### src/design/tccie_pkg.sv
package tccie_pkg;
    // register byte offsets
    localparam logic [7:0] OFS_CHAN_OUT_CTRL = 8'h04;
    localparam logic [7:0] OFS_IRQ_DMA_EN = 8'h0c;
    localparam logic [7:0] OFS_EVENT_STATUS = 8'h10;
    localparam logic [7:0] OFS_SHADOW_VIEW = 8'h18;
    // channel_output_control fields
    localparam int CTL_PRELOAD_BIT = 0;
    localparam int CTL_UPD_SEL_BIT = 2;
    localparam int CTL_DMA_SEL_BIT = 3;
    localparam int CTL_MAIN_IDLE_BIT = 8;
    localparam int CTL_COMPL_IDLE_BIT = 9;
    localparam logic [15:0] CTL_WMASK = 16'h000d;
    localparam logic [15:0] CTL_IDLE_MASK = 16'h0300;
    localparam logic [15:0] CTL_RESET = 16'h0000;
    // irq_dma_enable fields
    localparam int EN_UPD_IRQ_BIT = 0;
    localparam int EN_CH1_IRQ_BIT = 1;
    localparam int EN_COM_IRQ_BIT = 5;
    localparam int EN_BRK_IRQ_BIT = 7;
    localparam int EN_UPD_DMA_BIT = 8;
    localparam int EN_CH1_DMA_BIT = 9;
    localparam logic [15:0] EN_WMASK = 16'h03a3;
    localparam logic [15:0] EN_RESET = 16'h0000;
    // status flag layout matches the irq enable bits
    localparam logic [15:0] STS_MASK = 16'h00a3;
    localparam logic [15:0] STS_RESET = 16'h0000;
    // output-control settings: chan_out_on, chan_compl_out_on, behaviour
    localparam int SET_W = 5;
    localparam logic [SET_W-1:0] SET_RESET = 5'h00;
endpackage

### src/design/tccie_regs.sv
// Added by the designer: strobed register access.
`timescale 1ns/1ps
`default_nettype none
module tccie_regs (
    input wire logic core_clk,
    input wire logic rstn,
    input wire logic [7:0] addr,
    input wire logic [15:0] wdata,
    input wire logic wr,
    input wire logic rd,
    output logic [15:0] rdata,
    input wire logic updateEvent,
    input wire logic ch1Event,
    input wire logic commutationGenerate,
    input wire logic breakEvent,
    input wire logic triggerInput,
    input wire logic [1:0] protectionLockLevel,
    input wire logic hasComplOut,
    input wire logic [4:0] newSettings,
    input wire logic settingsWrite,
    output logic [4:0] activeSettings,
    output logic ch1MainIdleLevel,
    output logic ch1ComplIdleLevel,
    output logic chanDmaReq,
    output logic updateDmaReq,
    output logic irq
);
    logic [15:0] ctrl;
    logic [15:0] enables;
    logic [15:0] status;
    logic [4:0] shadow;
    logic trigPrev;

    // address decode
    wire wrCtrl = wr && (addr == tccie_pkg::OFS_CHAN_OUT_CTRL);
    wire wrEn = wr && (addr == tccie_pkg::OFS_IRQ_DMA_EN);
    wire wrSts = wr && (addr == tccie_pkg::OFS_EVENT_STATUS);
    wire locked = (protectionLockLevel != 2'h0);
    wire preloadOn = ctrl[tccie_pkg::CTL_PRELOAD_BIT];
    wire trigRise = triggerInput && !trigPrev;

    // idle bits writable only when unlocked
    wire [15:0] ctrlWmask = locked ? tccie_pkg::CTL_WMASK :
        (tccie_pkg::CTL_WMASK | tccie_pkg::CTL_IDLE_MASK);
    wire [15:0] next_ctrl = (ctrl & ~ctrlWmask) | (wdata & ctrlWmask);

    // preload only for a complementary channel
    wire usePreload = preloadOn && hasComplOut;
    // transfer strobe: commutation, or trigger edge when selected
    wire xfer = commutationGenerate ||
        (ctrl[tccie_pkg::CTL_UPD_SEL_BIT] && trigRise);
    wire [4:0] next_shadow = settingsWrite ? newSettings : shadow;

    // sticky event flags: set wins over write-one clear
    wire [15:0] evVec = {8'h00, breakEvent, 1'b0, commutationGenerate,
        3'h0, ch1Event, updateEvent} & tccie_pkg::STS_MASK;
    wire [15:0] clrVec = wrSts ? (wdata & tccie_pkg::STS_MASK) : 16'h0000;
    wire [15:0] next_status = (status & ~clrVec) | evVec;

    // requests: enable and flag or event
    wire [15:0] irqEnMask = enables & tccie_pkg::STS_MASK;
    assign irq = |(status & irqEnMask);
    wire chanDmaSrc = ctrl[tccie_pkg::CTL_DMA_SEL_BIT] ?
        updateEvent : ch1Event;
    assign chanDmaReq = chanDmaSrc &&
        enables[tccie_pkg::EN_CH1_DMA_BIT];
    assign updateDmaReq = updateEvent &&
        enables[tccie_pkg::EN_UPD_DMA_BIT];
    assign ch1MainIdleLevel = ctrl[tccie_pkg::CTL_MAIN_IDLE_BIT];
    assign ch1ComplIdleLevel = ctrl[tccie_pkg::CTL_COMPL_IDLE_BIT];

    // read mux, registered one cycle
    wire [15:0] rdMux =
        (addr == tccie_pkg::OFS_CHAN_OUT_CTRL) ? ctrl :
        (addr == tccie_pkg::OFS_IRQ_DMA_EN) ? enables :
        (addr == tccie_pkg::OFS_EVENT_STATUS) ? status :
        (addr == tccie_pkg::OFS_SHADOW_VIEW) ? {11'h000, shadow} :
        16'h0000;

    // control and enable registers
    always_ff @(posedge core_clk or negedge rstn) begin
        if (!rstn) begin
            ctrl <= tccie_pkg::CTL_RESET;
            enables <= tccie_pkg::EN_RESET;
        end else begin
            if (wrCtrl) ctrl <= next_ctrl;
            if (wrEn) enables <= wdata & tccie_pkg::EN_WMASK;
        end
    end

    // settings path: shadow always tracks software writes
    always_ff @(posedge core_clk or negedge rstn) begin
        if (!rstn) begin
            shadow <= tccie_pkg::SET_RESET;
            activeSettings <= tccie_pkg::SET_RESET;
        end else begin
            shadow <= next_shadow;
            if (!usePreload) activeSettings <= next_shadow;
            else if (xfer) activeSettings <= shadow;
        end
    end

    // status flags, edge history, read data
    always_ff @(posedge core_clk or negedge rstn) begin
        if (!rstn) begin
            status <= tccie_pkg::STS_RESET;
            trigPrev <= 1'b0;
            rdata <= 16'h0000;
        end else begin
            status <= next_status;
            trigPrev <= triggerInput;
            rdata <= rd ? rdMux : 16'h0000;
        end
    end
endmodule
`default_nettype wire

### config.mk
export PLATFORM = sky130hd
export DESIGN_NAME = tccie_regs
export DESIGN_NICKNAME = d
export VERILOG_FILES = /design/src/design/tccie_pkg.sv /design/src/design/tccie_regs.sv
export SDC_FILE = /design/constraint.sdc
export NUM_CORES = 1
export LEC_CHECK = 0
export ABC_AREA = 1
export CAP_MARGIN = 15
export CORE_ASPECT_RATIO = 1.5
export CORE_MARGIN = 2
export CORE_UTILIZATION = 48
export DETAILED_ROUTE_END_ITERATION = 10
export DONT_BUFFER_PORTS = 1
export PLACE_DENSITY = 0.69
export SYNTH_ARGS = -nofsm -noshare
export SYNTH_HDL_FRONTEND = slang
export SYNTH_SLANG_ARGS = --single-unit
### constraint.sdc
create_clock -name core_clk -period 1.3 [get_ports core_clk]
set_input_delay 0.26 -clock core_clk [delete_from_list [all_inputs] [get_ports core_clk]]
set_output_delay 0.26 -clock core_clk [all_outputs]
set_load 0.005 [all_outputs]
==> impl_metrics.json <==
{
  "fin_crit_ns": 1.22,
  "p_int_mw": 1.55,
  "core-area_mm2": 0.00345,
  "fp.dieH_um": 77.8,
  "place.gp.congestion": 0.800,
  "rows": 26,
  "syn_area_per_cell_um2": 7.80,
  "vias": 1389,
  "drc": 0,
  "cts_max_level": 2,
  "synthMuxAreaShare": 0,
  "cp.arrival_ns": 0.96,
  "synthAdderAreaFrac": 0,
  "worstSetupStartpointType": "register",
  "fmax_ghz": 0.817,
  "placed_area_mm2": 0.00179,
  "crit_required_ns": 1.04,
  "clockRootBuffer": "clkbuf_8",
  "p_sw_frac": 0.240,
  "antenna_left": 0,
  "maxCapViolations": 0,
  "synth_cell_type_count": 20,
  "power-per-cell-area_mw_per_mm2": 1070,
  "grt_max_degree": 36,
  "wl_per_cell_um": 13.1,
  "fin_area_mm2": 0.00190,
  "die_w_um": 53.2,
  "port_buffers": 0,
  "peakVddDrop_mv": 0.666,
  "slowest_stage": "dfrtp_1",
  "antenna_found_initial": 0,
  "clkLatencyLatePin_ns": 0.28,
  "pwr-share-seq": 0.575,
  "slew_viol_final": 0,
  "post_cts_buffers": 0,
  "synth_compound_area_frac": 0.0640,
  "cts_buffers": 5,
  "drt-initial-drc-count": 27,
  "placedCellCount": 267,
  "clock_sinks": 35,
  "yosysSeqAreaShare": 0.503,
  "combPwrFrac": 0.077,
  "grt_usage": 0.195,
  "synth_simple_gate_area_frac": 0.324,
  "synth_seq_cells": 35,
  "layout-drive-gt1-share": 0.128,
  "cts_buffer_depth": 2,
  "path_max_fanout": 4,
  "vias_per_cell": 5.03,
  "path_clk_slew_ns": 0.06,
  "crit_type": "register to output pin",
  "finalClockSkew_ns": 0.00302,
  "grt_pass1_wl_mm": 5.81,
  "synth_top_family_by_area": "simple AND/OR/NAND/NOR gates",
  "status": "complete, no violations",
  "synthXorXnorAreaFrac": 0,
  "routed_wl_mm": 3.60,
  "die_area_mm2": 0.00413,
  "nFillCells": 331,
  "hold_viol": 0,
  "finalNonFillerCells": 276,
  "grt_pass1_vias": 1273,
  "totalNegativeSetupSlack_ns": 0,
  "dp_slack_ns": 0.182,
  "hold_path.class": "primary input to register",
  "grt_setup_unrepaired": "no",
  "dp_hpwl_mm": 2.72,
  "setup_violations": 0,
  "drtPass1Iterations": 4,
  "grt_overflow": 0,
  "syn2layout_area_growth_pct": 9.13,
  "power_frac_clock": 0.348,
  "antenna_cells": 0,
  "io_pins": 68,
  "syn_area_mm2": 0.00174,
  "power.leakage_nw": 0.979,
  "initial_core_util": 0.505,
  "setup_slack_ns": 0.0755,
  "final_nets": 277,
  "p_switching_mw": 0.488,
  "fin_crit_sh": 0.942,
  "worst_setup_path_end_kind": "output pin",
  "cts_tree": "built",
  "fin_hold_ws_ns": 0.0703,
  "critPathMaxStageDelay_ns": 0.38,
  "syn_inst": 223,
  "ys_warn_count": 0,
  "path_cells": "o21ai_0, a21oi_1"
}
## power by group through the flow
stage	Sequential, mW	Clock, mW	Combinational, mW
6_report	1.17	0.707	0.157
5_1_grt	1.18	0.780	0.185
3_5_place_dp	1.19	0	0.126
2_1_floorplan	1.18	0	0.125
3_3_place_gp	1.19	0	0.123
4_1_cts	1.17	0.726	0.161
## layout make-up
class | instances | area [µm²] | area share
inverter | 29 | 111 | 0.0586
tap | 42 | 52.6 | 0.0277
multi-input combinational | 155 | 702 | 0.370
timing repair buffer | 9 | 85.1 | 0.0448
clock buffer | 6 | 72.6 | 0.0382
sequential | 35 | 876 | 0.461
## flip-flops by register name, indices dropped and copies added, names as in the netlist, named ones only
signal          flops
activeSettings      5
ctrl                3
enables             6
rdata               9
shadow              5
status              4
trigPrev            1
## layer usage
| metal | vias to the layer above | share of wire | track usage | wire (µm) |
|---|---|---|---|---|
| met5 | - | 0 | 0 | 0 |
| li1 | 704 | - | - | - |
| met4 | 0 | 0.022 | 0.0949 | 78 |
| met1 | 628 | 0.39 | 0.223 | 1390 |
| met3 | 5 | 0.069 | 0.0635 | 248 |
| met2 | 52 | 0.52 | 0.318 | 1880 |
## path summary, 6_finish.rpt
path                             from                end  slack, ns  depth (start not counted)
setup / recovery              ctrl[3]         chanDmaReq       0.08                          2
hold / removal               ch1Event          status[1]       0.07                          2
setup reg to reg              ctrl[0]  activeSettings[0]       0.26                          5
hold reg to reg            enables[7]         enables[7]       0.50                          2
max in group asynchronous        rstn           rdata[3]       0.69                          2
min in group asynchronous        rstn         enables[1]       0.43                          2
## cell usage after synthesis, drive strengths merged
library cell  number  area, µm²
nor2              24        118
nand2             76        305
a31oi              5       31.3
nand4              1       6.26
buf               10       73.8
o21ai              9       45.0
inv               29        111
conb               1       3.75
nand3             26        135
dfrtp             35        876
a21oi              7       35.0
## placed cells by master, fill, tap and decap left out
cell type,Yosys,layout
nand2_1,68,68
dfrtp_1,35,35
inv_1,25,25
nand3_1,25,25
nor2_1,19,19
nand2_2,8,8
a21oi_1,7,7
o21ai_0,7,7
conb_1,1,7
buf_4,7,6
a31oi_1,5,5
clkbuf_8,0,5
inv_2,3,3
nor2_4,3,3
nor2_2,2,2
o21ai_1,2,2
dlygate4sd3_1,0,2
inv_4,1,1
nand4_1,1,1
nand3_2,1,1
clkbuf_1,0,1
buf_12,0,1
## logic make-up after synthesis
| kind of cell | Yosys count |
|---|---|
| AND/OR/NAND/NOR | 127 |
| buffers and inverters | 39 |
| flip-flops | 35 |
| AO/OA/AOI/OAI | 21 |
| other | 1 |
## per-stage QoR
stage | power, mW | util
finish | 2.03 | 0.551
global route | 2.14 | 0.551
floorplan | 1.31 | -
detailed placement | 1.32 | 0.518
CTS | 2.06 | 0.551
global placement | 1.31 | 0.518
## critical path: cells and delay by family, from the launching register on
family,cells,cell delay (ns)
AOI/OAI and AO/OA,2,0.30
DFF,1,0.38
## what timing repair did
| action | CTS | global route |
|---|---|---|
| hold buffers | 3 | 0 |
| resized for setup | 0 | 0 |
| hold endpoints to repair | 36 | 0 |
Power figures use the tool's default switching activity.
